[src/shared/ssc_pkg.sv]
// Constants shared by the serial port control block and its bit-clock divider
package ssc_pkg;
  // Register indices; byte address is four times the index
  localparam logic [7:0] CTRL_IDX     = 8'h11;
  localparam logic [7:0] BUF_IDX      = 8'h13;
  localparam logic [7:0] RELOAD_IDX   = 8'h14;
  localparam logic [7:0] IRQ_STAT_IDX = 8'h15;
  localparam logic [7:0] IRQ_EN_IDX   = 8'h16;
  localparam logic [7:0] IRQ_CLR_IDX  = 8'h17;
  localparam logic [7:0] PIN_STAT_IDX = 8'h18;

  // Control register fields
  localparam int         CTRL_WRITE_COLLISION_FLAG_BIT = 7;
  localparam int         CTRL_OVF_BIT  = 6;
  localparam int         CTRL_EN_BIT   = 5;
  localparam int         CTRL_CPOL_BIT = 4;
  localparam logic [7:0] CTRL_RESET    = 8'h00;
  localparam logic [7:0] RELOAD_RESET  = 8'h00;

  // Mode select codes
  localparam logic [3:0] MODE_SPI_M4   = 4'h0;
  localparam logic [3:0] MODE_SPI_M16  = 4'h1;
  localparam logic [3:0] MODE_SPI_M64  = 4'h2;
  localparam logic [3:0] MODE_SPI_MTMR = 4'h3;
  localparam logic [3:0] MODE_SPI_SSS  = 4'h4;
  localparam logic [3:0] MODE_SPI_SNSS = 4'h5;
  localparam logic [3:0] MODE_I2C_S7   = 4'h6;
  localparam logic [3:0] MODE_I2C_S10  = 4'h7;
  localparam logic [3:0] MODE_I2C_M    = 4'h8;

  // Half periods of the master bit clock, in system clocks
  localparam logic [9:0] HALF_DIV4  = 10'h002;
  localparam logic [9:0] HALF_DIV16 = 10'h008;
  localparam logic [9:0] HALF_DIV64 = 10'h020;

  // Edge counts of a master byte: 8 clocks for SPI, 9 for I2C with acknowledge
  localparam logic [4:0] SPI_LAST_EDGE = 5'h0f;
  localparam logic [4:0] I2C_LAST_EDGE = 5'h11;
  localparam logic [3:0] I2C_ACK_BIT   = 4'h8;
  localparam logic [3:0] LAST_BIT      = 4'h7;

  // Upper address byte pattern of 10-bit addressing
  localparam logic [4:0] TEN_BIT_HDR = 5'h1e;

  // Interrupt status, enable and clear layout
  localparam int         IRQ_WRITE_COLLISION_FLAG_BIT = 0;
  localparam int         IRQ_OVF_BIT  = 1;
  localparam int         IRQ_DONE_BIT = 2;
  localparam int         IRQ_W        = 3;
  localparam logic [2:0] IRQ_RESET    = 3'h0;
endpackage : ssc_pkg
[src/rtl/ssc_bitclk_div.sv]
// Master bit-clock divider: one tick per half period of the serial clock
`timescale 1ns/1ns
module ssc_bitclk_div
  import ssc_pkg::*;
(
  input  wire logic       clk_sys_in,
  input  wire logic       reset_in,
  input  wire logic       ce_in,
  input  wire logic       run_in,
  input  wire logic [3:0] mode_in,
  input  wire logic [7:0] reload_in,
  input  wire logic       timer_in,
  output logic            half_tick_out
);
  logic [9:0] cnt_q;
  logic [9:0] half_len;
  logic       timer_prev_q;
  logic       timer_rise;

  // Half period per mode; the timer mode toggles once per timer pulse
  always_comb begin
    unique case (mode_in)
      MODE_SPI_M4:  half_len = HALF_DIV4;
      MODE_SPI_M16: half_len = HALF_DIV16;
      MODE_SPI_M64: half_len = HALF_DIV64;
      MODE_I2C_M:   half_len = {1'b0, reload_in, 1'b0} + 10'h002;
      default:      half_len = HALF_DIV4;
    endcase
  end

  assign timer_rise = timer_in & ~timer_prev_q;

  // Timer edge detect
  always_ff @(posedge clk_sys_in or posedge reset_in) begin
    if (reset_in) begin
      timer_prev_q <= 1'b0;
    end else if (ce_in) begin
      timer_prev_q <= timer_in;
    end
  end

  // Counter restarts when idle so the first half period is full in the counter modes
  always_ff @(posedge clk_sys_in or posedge reset_in) begin
    if (reset_in) begin
      cnt_q         <= 10'h000;
      half_tick_out <= 1'b0;
    end else if (ce_in) begin
      half_tick_out <= 1'b0;
      if (!run_in) begin
        cnt_q <= 10'h000;
      end else if (mode_in == MODE_SPI_MTMR) begin
        half_tick_out <= timer_rise;
      end else if (cnt_q + 10'h001 >= half_len) begin
        cnt_q         <= 10'h000;
        half_tick_out <= 1'b1;
      end else begin
        cnt_q <= cnt_q + 10'h001;
      end
    end
  end
endmodule // ssc_bitclk_div

[src/rtl/ssc_top.sv]
// Synchronous serial port control: modes, bit clock, pin ownership and error flags
//
// How it works
// - Master mode: buffer write when a transfer cannot start sets write collision.
// - Slave mode: buffer write while a word is shifting sets collision; stays set.
// - SPI slave: byte arriving with unread buffer sets overflow, new byte discarded.
// - SPI overflow happens only in slave mode, never in master mode.
// - I2C: byte arriving with unread buffer sets overflow; sticky until cleared.
// - Port enable in SPI mode takes clock and data pins, and the select pin in mode 4 only; else released.
// - Port enable in I2C mode takes SDA and SCL; else released.
// - SPI clock idles high when polarity is 1, low when 0.
// - I2C slave holds SCL low while polarity is 0; ignored in I2C master.
// - Modes 0..2 are SPI master at clock divided by 4, 16, 64.
// - Mode 3 is SPI master clocked by the second timer output halved.
// - Mode 4 is SPI slave on the clock pin gated by slave select.
// - Mode 5 is SPI slave ignoring slave select, leaving that pin free.
// - Modes 6 and 7 are I2C slave with 7-bit and 10-bit addressing.
// - Mode 8 is I2C master, SCL at clock over four times reload plus one.
`timescale 1ns/1ns
module ssc_top
  import ssc_pkg::*;
(
  input  wire logic        clk_sys_in,
  input  wire logic        reset_in,
  input  wire logic        ce_in,
  // APB slave
  input  wire logic        psel_in,
  input  wire logic        penable_in,
  input  wire logic        pwrite_in,
  input  wire logic [11:0] paddr_in,
  input  wire logic [31:0] pwdata_in,
  output logic             pready_out,
  output logic [31:0]      prdata_out,
  output logic             pslverr_out,
  output logic             irq_out,
  // Pins and timer
  input  wire logic        timer_in,
  input  wire logic        sck_in,
  output logic             sck_out,
  output logic             sck_oe_out,
  output logic             sdo_out,
  output logic             sdo_oe_out,
  input  wire logic        sdi_in,
  input  wire logic        ss_n_in,
  input  wire logic        sda_in,
  output logic             sda_out,
  output logic             sda_oe_out,
  input  wire logic        scl_in,
  output logic             scl_out,
  output logic             scl_oe_out,
  output logic             spi_pins_own_out,
  output logic             ss_pin_own_out,
  output logic             i2c_pins_own_out
);
  typedef enum logic [1:0] {ST_IDLE, ST_MASTER, ST_SLAVE} ssc_state_e;

  // Register address match
  function automatic logic hit(input logic [11:0] addr, input logic [7:0] idx);
    hit = (addr[11:2] == {2'b00, idx}) && (addr[1:0] == 2'b00);
  endfunction

  ssc_state_e       st_q;
  logic [7:0]       ctrl_q, reload_q, rx_q, shift_q, cap_q, next_byte;
  logic [4:0]       edge_q;
  logic [3:0]       bit_q, mode;
  logic [IRQ_W-1:0] irq_stat_q, irq_en_q;
  logic [4:0]       pin_meta_q, pin_sync_q, pin_prev_q;
  logic [31:0]      rd_data;
  // Engine state bits
  logic             full_q, done_q, clk_act_q, sdo_q;
  logic             i2c_active_q, addr_phase_q, matched_q, bus_busy_q;
  // Bus decode, flag events, mode decode and pin events
  logic             half_tick, mapped, commit, wr_buf, rd_buf, wr_ctrl, write_collision_flag_ev, ovf_ev;
  logic             en, cpol, spi_m, spi_s, i2c_s, i2c_m, master, ss_ok;
  logic             sck_lead, sck_trail, scl_rise, i2c_start, i2c_stop, addr_hit, din;

  assign mode   = ctrl_q[3:0];
  assign en     = ctrl_q[CTRL_EN_BIT];
  assign cpol   = ctrl_q[CTRL_CPOL_BIT];
  assign spi_m  = en && (mode <= MODE_SPI_MTMR);
  assign spi_s  = en && ((mode == MODE_SPI_SSS) || (mode == MODE_SPI_SNSS));
  assign i2c_s  = en && ((mode == MODE_I2C_S7) || (mode == MODE_I2C_S10));
  assign i2c_m  = en && (mode == MODE_I2C_M);
  assign master = spi_m || i2c_m;

  // Pins cross into this clock through two flops; order {scl, sda, ss_n, sdi, sck}
  always_ff @(posedge clk_sys_in or posedge reset_in) begin
    if (reset_in) begin
      pin_meta_q <= 5'h1f;
      pin_sync_q <= 5'h1f;
      pin_prev_q <= 5'h1f;
    end else if (ce_in) begin
      pin_meta_q <= {scl_in, sda_in, ss_n_in, sdi_in, sck_in};
      pin_sync_q <= pin_meta_q;
      pin_prev_q <= pin_sync_q;
    end
  end

  // Edges seen on the synchronised pins
  assign ss_ok     = (mode == MODE_SPI_SNSS) || !pin_sync_q[2];
  assign sck_lead  = (pin_prev_q[0] == cpol) && (pin_sync_q[0] != cpol);
  assign sck_trail = (pin_prev_q[0] != cpol) && (pin_sync_q[0] == cpol);
  assign scl_rise  = !pin_prev_q[4] && pin_sync_q[4];
  assign i2c_start = pin_prev_q[4] && pin_sync_q[4] && pin_prev_q[3] && !pin_sync_q[3];
  assign i2c_stop  = pin_prev_q[4] && pin_sync_q[4] && !pin_prev_q[3] && pin_sync_q[3];
  assign din       = i2c_m ? pin_sync_q[3] : pin_sync_q[1];
  assign next_byte = {shift_q[6:0], i2c_s ? pin_sync_q[3] : pin_sync_q[1]};

  // 7-bit address in reload[7:1]; 10-bit matches the header byte with reload[2:1]
  assign addr_hit = (mode == MODE_I2C_S7) ? (next_byte[7:1] == reload_q[7:1]) :
                    (next_byte[7:1] == {TEN_BIT_HDR, reload_q[2:1]});

  ssc_bitclk_div u_div (
    .clk_sys_in    (clk_sys_in),
    .reset_in      (reset_in),
    .ce_in         (ce_in),
    .run_in        (st_q == ST_MASTER),
    .mode_in       (mode),
    .reload_in     (reload_q),
    .timer_in      (timer_in),
    .half_tick_out (half_tick)
  );

  // APB decode; one wait state so read data can come from a flop
  assign commit  = psel_in && penable_in && pready_out;
  assign mapped  = hit(paddr_in, CTRL_IDX) || hit(paddr_in, BUF_IDX) ||
                   hit(paddr_in, RELOAD_IDX) || hit(paddr_in, IRQ_STAT_IDX) ||
                   hit(paddr_in, IRQ_EN_IDX) || hit(paddr_in, IRQ_CLR_IDX) ||
                   hit(paddr_in, PIN_STAT_IDX);
  assign wr_buf  = commit && pwrite_in && hit(paddr_in, BUF_IDX);
  assign rd_buf  = commit && !pwrite_in && hit(paddr_in, BUF_IDX);
  assign wr_ctrl = commit && pwrite_in && hit(paddr_in, CTRL_IDX);

  // Master refuses while busy, or while another master holds the I2C bus
  assign write_collision_flag_ev = wr_buf && ((master && ((st_q == ST_MASTER) ||
                   (i2c_m && bus_busy_q))) ||
                   ((spi_s || i2c_s) && (bit_q != 4'h0)));

  // Overflow only for slave SPI and any I2C reception
  assign ovf_ev = done_q && full_q && (spi_s || i2c_s || i2c_m);

  always_comb begin
    rd_data = 32'h0000_0000;
    if (hit(paddr_in, CTRL_IDX)) begin
      rd_data[7:0] = ctrl_q;
    end else if (hit(paddr_in, BUF_IDX)) begin
      rd_data[7:0] = rx_q;
    end else if (hit(paddr_in, RELOAD_IDX)) begin
      rd_data[7:0] = reload_q;
    end else if (hit(paddr_in, IRQ_STAT_IDX)) begin
      rd_data[IRQ_W-1:0] = irq_stat_q;
    end else if (hit(paddr_in, IRQ_EN_IDX)) begin
      rd_data[IRQ_W-1:0] = irq_en_q;
    end else if (hit(paddr_in, PIN_STAT_IDX)) begin
      rd_data[2:0] = {bus_busy_q, st_q == ST_MASTER, full_q};
    end
  end

  // APB answer
  always_ff @(posedge clk_sys_in or posedge reset_in) begin
    if (reset_in) begin
      pready_out  <= 1'b0;
      prdata_out  <= 32'h0000_0000;
      pslverr_out <= 1'b0;
    end else if (ce_in) begin
      pready_out  <= psel_in && penable_in && !pready_out;
      prdata_out  <= (!pwrite_in && mapped) ? rd_data : 32'h0000_0000;
      pslverr_out <= psel_in && penable_in && !pready_out && !mapped;
    end
  end

  // Control register; hardware sets of the flags beat a software clear
  always_ff @(posedge clk_sys_in or posedge reset_in) begin
    if (reset_in) begin
      ctrl_q   <= CTRL_RESET;
      reload_q <= RELOAD_RESET;
    end else if (ce_in) begin
      if (wr_ctrl) begin
        ctrl_q[5:0] <= pwdata_in[5:0];
        // Writing one leaves a flag as it is; only zero clears
        if (!pwdata_in[CTRL_WRITE_COLLISION_FLAG_BIT]) ctrl_q[CTRL_WRITE_COLLISION_FLAG_BIT] <= 1'b0;
        if (!pwdata_in[CTRL_OVF_BIT])  ctrl_q[CTRL_OVF_BIT]  <= 1'b0;
      end
      if (write_collision_flag_ev) ctrl_q[CTRL_WRITE_COLLISION_FLAG_BIT] <= 1'b1;
      if (ovf_ev)  ctrl_q[CTRL_OVF_BIT]  <= 1'b1;
      if (commit && pwrite_in && hit(paddr_in, RELOAD_IDX)) begin
        reload_q <= pwdata_in[7:0];
      end
    end
  end

  // Receive buffer; an overflowing byte is dropped and the old one kept
  always_ff @(posedge clk_sys_in or posedge reset_in) begin
    if (reset_in) begin
      rx_q   <= 8'h00;
      full_q <= 1'b0;
    end else if (ce_in) begin
      if (rd_buf) full_q <= 1'b0;
      if (done_q && !ovf_ev) begin
        rx_q   <= cap_q;
        full_q <= 1'b1;
      end
      if (!en) full_q <= 1'b0;
    end
  end

  // I2C bus activity seen on the pins, for busy checks and the pin status register
  always_ff @(posedge clk_sys_in or posedge reset_in) begin
    if (reset_in) begin
      bus_busy_q <= 1'b0;
    end else if (ce_in) begin
      if (i2c_start && (st_q != ST_MASTER)) bus_busy_q <= 1'b1;
      else if (i2c_stop || !en) bus_busy_q <= 1'b0;
    end
  end

  // Shift engine: master byte transfers and slave reception
  always_ff @(posedge clk_sys_in or posedge reset_in) begin
    if (reset_in) begin
      st_q         <= ST_IDLE;
      shift_q      <= 8'h00;
      cap_q        <= 8'h00;
      edge_q       <= 5'h00;
      bit_q        <= 4'h0;
      done_q       <= 1'b0;
      clk_act_q    <= 1'b0;
      sdo_q        <= 1'b1;
      i2c_active_q <= 1'b0;
      addr_phase_q <= 1'b0;
      matched_q    <= 1'b0;
    end else if (ce_in) begin
      done_q <= 1'b0;
      if (!en) begin
        st_q         <= ST_IDLE;
        edge_q       <= 5'h00;
        bit_q        <= 4'h0;
        clk_act_q    <= 1'b0;
        i2c_active_q <= 1'b0;
        matched_q    <= 1'b0;
      end else begin
        unique case (st_q)
          ST_IDLE: begin
            if (master && wr_buf && !write_collision_flag_ev) begin
              shift_q   <= pwdata_in[7:0];
              sdo_q     <= pwdata_in[7];
              edge_q    <= 5'h00;
              clk_act_q <= 1'b0;
              st_q      <= ST_MASTER;
            end else if (spi_s || i2c_s) begin
              st_q <= ST_SLAVE;
            end
          end
          ST_MASTER: begin
            if (half_tick) begin
              edge_q    <= edge_q + 5'h01;
              clk_act_q <= !clk_act_q;
              if (!edge_q[0]) begin
                shift_q <= {shift_q[6:0], din};
              end else begin
                // Ninth I2C clock releases SDA for the acknowledge
                sdo_q <= (edge_q == SPI_LAST_EDGE) ? 1'b1 : shift_q[7];
              end
              if (edge_q == (i2c_m ? I2C_LAST_EDGE : SPI_LAST_EDGE)) begin
                st_q      <= ST_IDLE;
                clk_act_q <= 1'b0;
                sdo_q     <= 1'b1;
                done_q    <= 1'b1;
                cap_q     <= i2c_m ? shift_q : {shift_q[6:0], din};
              end
            end
          end
          ST_SLAVE: begin
            if (!(spi_s || i2c_s)) begin
              st_q  <= ST_IDLE;
              bit_q <= 4'h0;
            end else if (wr_buf && !write_collision_flag_ev) begin
              shift_q <= pwdata_in[7:0];
              sdo_q   <= pwdata_in[7];
            end else if (spi_s && !ss_ok) begin
              bit_q <= 4'h0;
            end else if (spi_s && sck_lead) begin
              shift_q <= next_byte;
              bit_q   <= (bit_q == LAST_BIT) ? 4'h0 : bit_q + 4'h1;
              if (bit_q == LAST_BIT) begin
                done_q <= 1'b1;
                cap_q  <= next_byte;
              end
            end else if (spi_s && sck_trail) begin
              sdo_q <= shift_q[7];
            end else if (i2c_s && i2c_start) begin
              i2c_active_q <= 1'b1;
              addr_phase_q <= 1'b1;
              matched_q    <= 1'b0;
              bit_q        <= 4'h0;
            end else if (i2c_s && i2c_stop) begin
              i2c_active_q <= 1'b0;
              bit_q        <= 4'h0;
            end else if (i2c_s && i2c_active_q && scl_rise) begin
              bit_q <= (bit_q == I2C_ACK_BIT) ? 4'h0 : bit_q + 4'h1;
              if (bit_q != I2C_ACK_BIT) shift_q <= next_byte;
              if (bit_q == LAST_BIT) begin
                addr_phase_q <= 1'b0;
                cap_q        <= next_byte;
                if (addr_phase_q) matched_q <= addr_hit;
                done_q <= addr_phase_q ? addr_hit : matched_q;
              end
            end
          end
        endcase
      end
    end
  end

  // Pin ownership and drivers; released pins go back to general I/O
  always_ff @(posedge clk_sys_in or posedge reset_in) begin
    if (reset_in) begin
      spi_pins_own_out <= 1'b0;
      ss_pin_own_out   <= 1'b0;
      i2c_pins_own_out <= 1'b0;
      sck_out          <= 1'b0;
      sck_oe_out       <= 1'b0;
      sdo_out          <= 1'b1;
      sdo_oe_out       <= 1'b0;
      sda_out          <= 1'b0;
      sda_oe_out       <= 1'b0;
      scl_out          <= 1'b0;
      scl_oe_out       <= 1'b0;
    end else if (ce_in) begin
      spi_pins_own_out <= spi_m || spi_s;
      ss_pin_own_out   <= en && (mode == MODE_SPI_SSS);
      i2c_pins_own_out <= i2c_s || i2c_m;
      sck_out          <= cpol ^ clk_act_q;
      sck_oe_out       <= spi_m;
      sdo_out          <= sdo_q;
      sdo_oe_out       <= spi_m || (spi_s && ss_ok);
      sda_out          <= 1'b0;
      sda_oe_out       <= i2c_m && (st_q == ST_MASTER) && !sdo_q;
      scl_out          <= 1'b0;
      // Stretch only as slave; polarity has no say in master mode
      scl_oe_out       <= (i2c_s && !cpol) ||
                          (i2c_m && (st_q == ST_MASTER) && !clk_act_q);
    end
  end

  // Sticky interrupt status, write-one-to-clear; a new event wins over a clear
  always_ff @(posedge clk_sys_in or posedge reset_in) begin
    if (reset_in) begin
      irq_stat_q <= IRQ_RESET;
      irq_en_q   <= IRQ_RESET;
      irq_out    <= 1'b0;
    end else if (ce_in) begin
      if (commit && pwrite_in && hit(paddr_in, IRQ_EN_IDX)) begin
        irq_en_q <= pwdata_in[IRQ_W-1:0];
      end
      irq_stat_q <= (irq_stat_q &
                     ~((commit && pwrite_in && hit(paddr_in, IRQ_CLR_IDX)) ?
                       pwdata_in[IRQ_W-1:0] : IRQ_RESET)) |
                    {done_q && !ovf_ev, ovf_ev, write_collision_flag_ev};
      irq_out    <= |(irq_stat_q & irq_en_q);
    end
  end
endmodule // ssc_top

[config.mk]
export PLATFORM = sky130hd
export DESIGN_NAME = ssc_top
export DESIGN_NICKNAME = d
export VERILOG_FILES = /design/src/shared/ssc_pkg.sv /design/src/rtl/ssc_bitclk_div.sv /design/src/rtl/ssc_top.sv
export SDC_FILE = /design/constraint.sdc
export NUM_CORES = 1
export LEC_CHECK = 0
export ABC_CLOCK_PERIOD_IN_PS = 7400
export BUFFER_PORTS_ARGS = -buffer_cell sky130_fd_sc_hd__clkbuf_2
export CORE_MARGIN = 2
export CORE_UTILIZATION = 45
export CTS_BUF_LIST = sky130_fd_sc_hd__clkbuf_4 sky130_fd_sc_hd__clkbuf_8
export CTS_CLUSTER_SIZE = 24
export DETAILED_ROUTE_END_ITERATION = 7
export PLACE_DENSITY = 0.66
export RECOVER_POWER = 25
export SKIP_CTS_REPAIR_TIMING = 1
export SYNTH_ARGS = -nofsm -noshare
export SYNTH_HDL_FRONTEND = slang
export SYNTH_HIERARCHICAL = 1
export SYNTH_SLANG_ARGS = --single-unit
export TNS_END_PERCENT = 5
[constraint.sdc]
create_clock -name clk_sys_in -period 7.4 [get_ports clk_sys_in]
set_input_delay 2.22 -clock clk_sys_in [delete_from_list [all_inputs] [get_ports clk_sys_in]]
set_output_delay 2.22 -clock clk_sys_in [all_outputs]
set_load 0.005 [all_outputs]
Yosys cells after proc, flatten, opt, wreduce, memory -nomap -nowiden
Cells that the tools add are included.
{"block": "totals", "ff_bits": 136, "latch_bits": 0, "mem_bits_rw": 0, "mem_bits_ro": 0, "in_bits": 56, "wordCells": 380, "n_memories": 0}
{"block": "op_classes", "addsub": 4, "n_mul": 0, "n_div": 0, "n_lt_le_gt_ge": 2, "n_eq_ne": 73, "shifts": 0, "muxes": 134, "n_bitwise": 11, "n_reduce_logical": 117}
{"cell": "8-bit two-way mux", "n": 28}
{"cell": "10-bit by 5-bit == test with 1-bit output (second input constant)", "n": 7}
{"cell": "1-bit two-way mux", "n": 67}
{"cell": "1-bit logical AND", "n": 56}
{"cell": "4-bit two-way mux", "n": 12}
{"cell": "3-bit != test (second input constant)", "n": 14}
{"cell": "10-bit two-way mux", "n": 3}
{"cell": "10-bit case mux with 3 select lines", "n": 1}
{"cell": "4-bit != test (second input constant)", "n": 7}
{"cell": "2-bit != test (second input constant)", "n": 13}
{"cell": "5-bit two-way mux", "n": 5}
{"cell": "8-bit case mux with 3 select lines", "n": 1}
{"cell": "12-bit AND reduction", "n": 2}
{"cell": "4-bit by 3-bit == test with 1-bit output (second input constant)", "n": 5}
{"cell": "1-bit logical OR", "n": 19}
{"cell": "8-bit case mux with 2 select lines", "n": 1}
{"cell": "3-bit two-way mux", "n": 5}
{"cell": "3-bit by 1-bit != test with 1-bit output (second input constant)", "n": 5}
{"cell": "7-bit == test", "n": 2}
{"cell": "1-bit zero test", "n": 14}
{"cell": "2-bit AND reduction", "n": 7}
{"cell": "2-bit two-way mux", "n": 6}
{"cell": "2-bit nonzero test", "n": 6}
{"cell": "11-bit AND reduction", "n": 1}
{"cell": "37 further kinds", "n": 54}

Logic depth before layout (Yosys ltp)
{"block": "depth", "word_depth": 15, "ltp_mapped": 11, "ltp_nobuf": 11}

Hierarchy
The synthesis kept the hierarchy.
{"mod": "ssc_top", "n_inst": 1, "cells_each": 558, "area_each_um2": 5582.9, "seq_area_each_um2": 2471.1}
{"mod": "ssc_bitclk_div", "n_inst": 1, "cells_each": 133, "area_each_um2": 1088.5, "seq_area_each_um2": 300.3}

Least setup slack after synthesis
Ideal clock, no wire load.
{"block": "synth_path", "path_kind": "input port to flip-flop", "start": "input port paddr_in[11]", "end": "register shift_q[7]", "setup_ns": 0.125, "arrival_time_ns": 5.185, "required_time_ns": 7.275, "slack_ns": 2.090, "cell_stages": 8, "cell_sequence": "or4_1 -> clkbuf_1 -> or4_1 -> buf_2 -> or4_4 -> o2bb2ai_2 -> a2111oi_4 -> mux2_4"}
{"block": "synth_between", "elab_chain_len": 9, "word_cells_on_any_way": 19, "classes_between": "eq/ne (8); mux (3); reduce/logical (8)"}
{"element": "start, declared", "line": "ssc_top.sv:30", "source": "input wire logic [11:0] paddr_in,"}
{"element": "10-bit by 5-bit == test with 1-bit output *", "line": "ssc_top.sv:59", "source": "hit = (addr[11:2] == {2'b00, idx}) && (addr[1:0] == 2'b00);"}
{"element": "1-bit logical AND *", "line": "ssc_top.sv:59"}
{"element": "1-bit logical AND *", "line": "ssc_top.sv:130", "source": "assign wr_buf = commit && pwrite_in && hit(paddr_in, BUF_IDX);"}
{"element": "1-bit logical AND", "line": "ssc_top.sv:135", "source": "assign write_collision_flag_ev = wr_buf && ((master && ((st_q == ST_MASTER) ||"}
{"element": "1-bit zero test", "line": "ssc_top.sv:243, ssc_top.sv:276"}
{"element": "1-bit logical AND", "line": "ssc_top.sv:276", "source": "end else if (wr_buf && !write_collision_flag_ev) begin"}
{"element": "8-bit two-way mux", "line": "ssc_top.sv:276"}
{"element": "8-bit two-way mux", "line": "ssc_top.sv:273", "source": "if (!(spi_s || i2c_s)) begin"}
{"element": "8-bit case mux with 3 select lines", "line": "ssc_top.sv:241", "source": "unique case (st_q)"}
{"element": "end signal, assigned", "line": "ssc_top.sv:244", "source": "shift_q <= pwdata_in[7:0];"}
{"element": "end signal, assigned", "line": "ssc_top.sv:277", "source": "shift_q <= pwdata_in[7:0];"}
{"element": "end signal, assigned", "line": "ssc_top.sv:282", "source": "shift_q <= next_byte;"}
{"element": "end, declared", "line": "ssc_top.sv:63", "source": "logic [7:0] ctrl_q, reload_q, rx_q, shift_q, cap_q, next_byte;"}
Mark *: on every way between the ends. The rest lies on a longest branch, timed or not. The select of a mux whose other input is x is not followed.
A chain may end at the register's enable or synchronous reset.

==> results.md <==
- Slew HR: -0.441
- Dominant cells by area after synthesis: dfrtp_1, mux2_2, dfstp_2
- Fraction of the mapped netlist area in adder cells: 0.0338
- Non-Filler Instances: between 900 and 1,000
- Slew of the pin with the lowest slew margin: 2.16 ns
- Post-synth design cell area: 6670 µm²
- Yosys warning count: 6
- Failing checks: max-capacitance violations, max-slew violations
- Post-Synth Simple-Gate Area: 0.183
- Status: complete, but fails checks
- CTS tree: yes
- Commonest non-fill, non-tap cell in the layout: dfrtp_1
- Netlist cell types: 77
- Synth Area in XOR/XNOR: 0.0249
- CP Data Required Time: 7.74 ns
- Reg clk slew, reported paths: 0.12 ns
- Clock latency on the worst-skew pair: approximately 0.41 ns
- Worst-case clock buffer depth: 2
- Seq/Total Area, Yosys: 0.415
- IO buf count: 51
- Via-per-instance ratio: 6.05
- IO Pins: roughly 100
- Remaining DRCs: 0
- Initial antenna violation count: 0
- Top cell type's share of synthesized area: 0.356
- Commonest non-fill, non-tap cells in the layout: dfrtp_1, nand2_1, clkbuf_2
- Post-synthesis compound-gate area fraction: 0.174
- Arrival time at the worst endpoint: roughly 6.5 ns
- Main combinational cell family by area after synthesis: simple AND/OR/NAND/NOR gates
- Slew Viols, Final: 48
- Rows: 44
- Peak supply drop: 0.0000995 V
- Core area: 14,500 µm²
- Placed insts: between 900 and 1,000
- DR iter-0 viols: 591
- Remaining Overflow, GRT: 0
- RSZ-0062 raised after global routing: no
- Synth area leader: dfrtp_1
- Share of layout cells above drive strength 1: 0.204
- Gate Count Post-Synth: 691
- Fin crit share: 0.835
- Setup violators final: 0
- Top FF cell, synth: dfrtp_1
- Multiplexer share of the synthesized area: 0.103
- Die width: 126 µm
- Pre-CTS WS: 1.67 ns
- Final net count: 805
- Maximum clock frequency: 162 MHz
- Async SR Flop Fraction: 1.00
- Worst Path Max Fanout: 47
- Crit. End Element: flip-flop
- Routed WL per cell: approximately 18 µm
- Hold Violations, Final: 0
- CTS sink count: 110
- Dpl hpwl: 12,100 µm
- DP Area: 6990 µm²
- Post-route cell area: 7170 µm²
- CP Launch Type: input pin
- Fin Setup TNS: 0 ns
- Htree depth: 3
- Leak: 3.11 nW
- First-pass GRT wire length: 26,800 µm
- Largest net degree at the start of global routing: 66
- Die span in y: ~130 µm
- Area growth syn-to-layout: 7.48%
- Syn Area/Cell: just under 10 µm²
- DRT Wirelength: between 15,000 and 20,000 µm
- Vias in the first global route: 5,259
- All-layer global routing usage: 0.212
- PwrDens: around 150 nW/µm²
- Remaining antenna violation count after routing: 0
- Die area: ~16,000 µm²
- CTS Buf Count: 9
- #FFs+latches synth: 110
- Starting density of the core: 0.459
- Max-cap check violation count: 2
- 1st-pass router iterations: 7
- Via count: 5,562
- Post-synth EDFFs: 0
- Hold Path Class: reg2reg
- Root buffer selected by CTS: clkbuf_8
- Global placement routability congestion: around 0.94
- PnR Total Power: 0.00108 W
- Tmin final: 6.18 ns
- Kind of critical path: in2reg
- Clk_skew: 0.0277 ns
- Setup WS post-layout: 1.22 ns
- Ant diodes: 0
cells by family after synthesis:
kind of cell | after synthesis
other | 1
buffers and inverters | 90
and+or+nand+nor | 231
DFF | 110
muxes | 62
AOI/OAI and AO/OA | 160
adders and majority gates | 18
xor gates and xnor gates | 19
layout make-up:
cell class                      instances  area (µm²)
Clock buffer                            9         124
Clock inverter                          7        62.6
Fill cell                            1389        7360
Inverter                               39         148
Multi-Input combinational cell        516        3560
Sequential cell                       110        2770
Tap cell                              184         230
Timing Repair Buffer                   55         278
stage by stage:
| step | hold WS, ns | util |
|---|---|---|
| after floorplan | 0.465 | - |
| after global placement | 0.462 | 0.481 |
| after detailed placement | 0.473 | 0.481 |
| after CTS | 0.502 | 0.493 |
| after global routing | 0.515 | 0.493 |
| final | 0.496 | 0.493 |
path summary, 6_finish.rpt:
kind | start | endpoint | slack (ns) | cells after the start
max | ce_in | prdata_out[2]$_DFFE_PP0P_ | 1.22 | 6
min | scl_oe_out$_DFFE_PP0P_ | scl_oe_out$_DFFE_PP0P_ | 0.50 | 1
max reg2reg | ctrl_q[1]$_DFFE_PP0P_ | shift_q[7]$_DFFE_PP0P_ | 3.86 | 6
min reg2reg | scl_oe_out$_DFFE_PP0P_ | scl_oe_out$_DFFE_PP0P_ | 0.50 | 1
max in group asynchronous | reset_in | irq_en_q[2]$_DFFE_PP0P_ | 3.82 | 3
min in group asynchronous | reset_in | u_div/timer_prev_q$_DFFE_PP0P_ | 1.81 | 2
cell usage after synthesis (7+ instances only):
cell,instances
a222oi_1,8
nand3b_1,7
nand2b_1,14
buf_4,26
nand2_1,79
dfstp_2,15
o31ai_1,7
o21ai_0,37
nand3_1,23
mux2i_1,13
nor3_1,12
a21oi_1,25
ha_1,18
mux2_2,48
nor4_1,8
dfrtp_1,95
nor2_1,32
a21o_1,9
o2bb2ai_1,8
a32oi_1,9
o21ai_1,7
nor2b_1,9
xnor2_1,17
clkbuf_1,22
inv_1,38
per-layer routing:
metal / GRT usage / wire length, µm / vias to the layer above
met2: 0.333 / 7850 / 203
met3: 0.0476 / 925 / 41
met4: 0.0763 / 384 / 0
li1: - / - / 2554
met5: 0 / 0 / -
met1: 0.289 / 7620 / 2764
flip-flops by register name, indices dropped and copies added (netlist names), 5 cells and up:
signal	flops
pin_meta_q	5
cap_q	8
prdata_out	8
pin_sync_q	5
rx_q	8
reload_q	8
shift_q	8
u_div/cnt_q	10
ctrl_q	8
edge_q	5
critical path: stages:
cell and delay, ns:
clkbuf_2 0.07, clkbuf_1 1.53, clkinv_1 1.26, or4_1 0.94, a221oi_1 0.33, a21o_1 0.13
where the power goes:
group / leakage (nW) / internal, W / switching, W
registers: 1.43 / 0.000621 / 0.0000121
clock network: 0.0980 / 0.000130 / 0.000232
logic: 1.57 / 0.0000312 / 0.0000511
total: 3.11 / 0.000783 / 0.000295
Power figures use the tool's default switching activity.
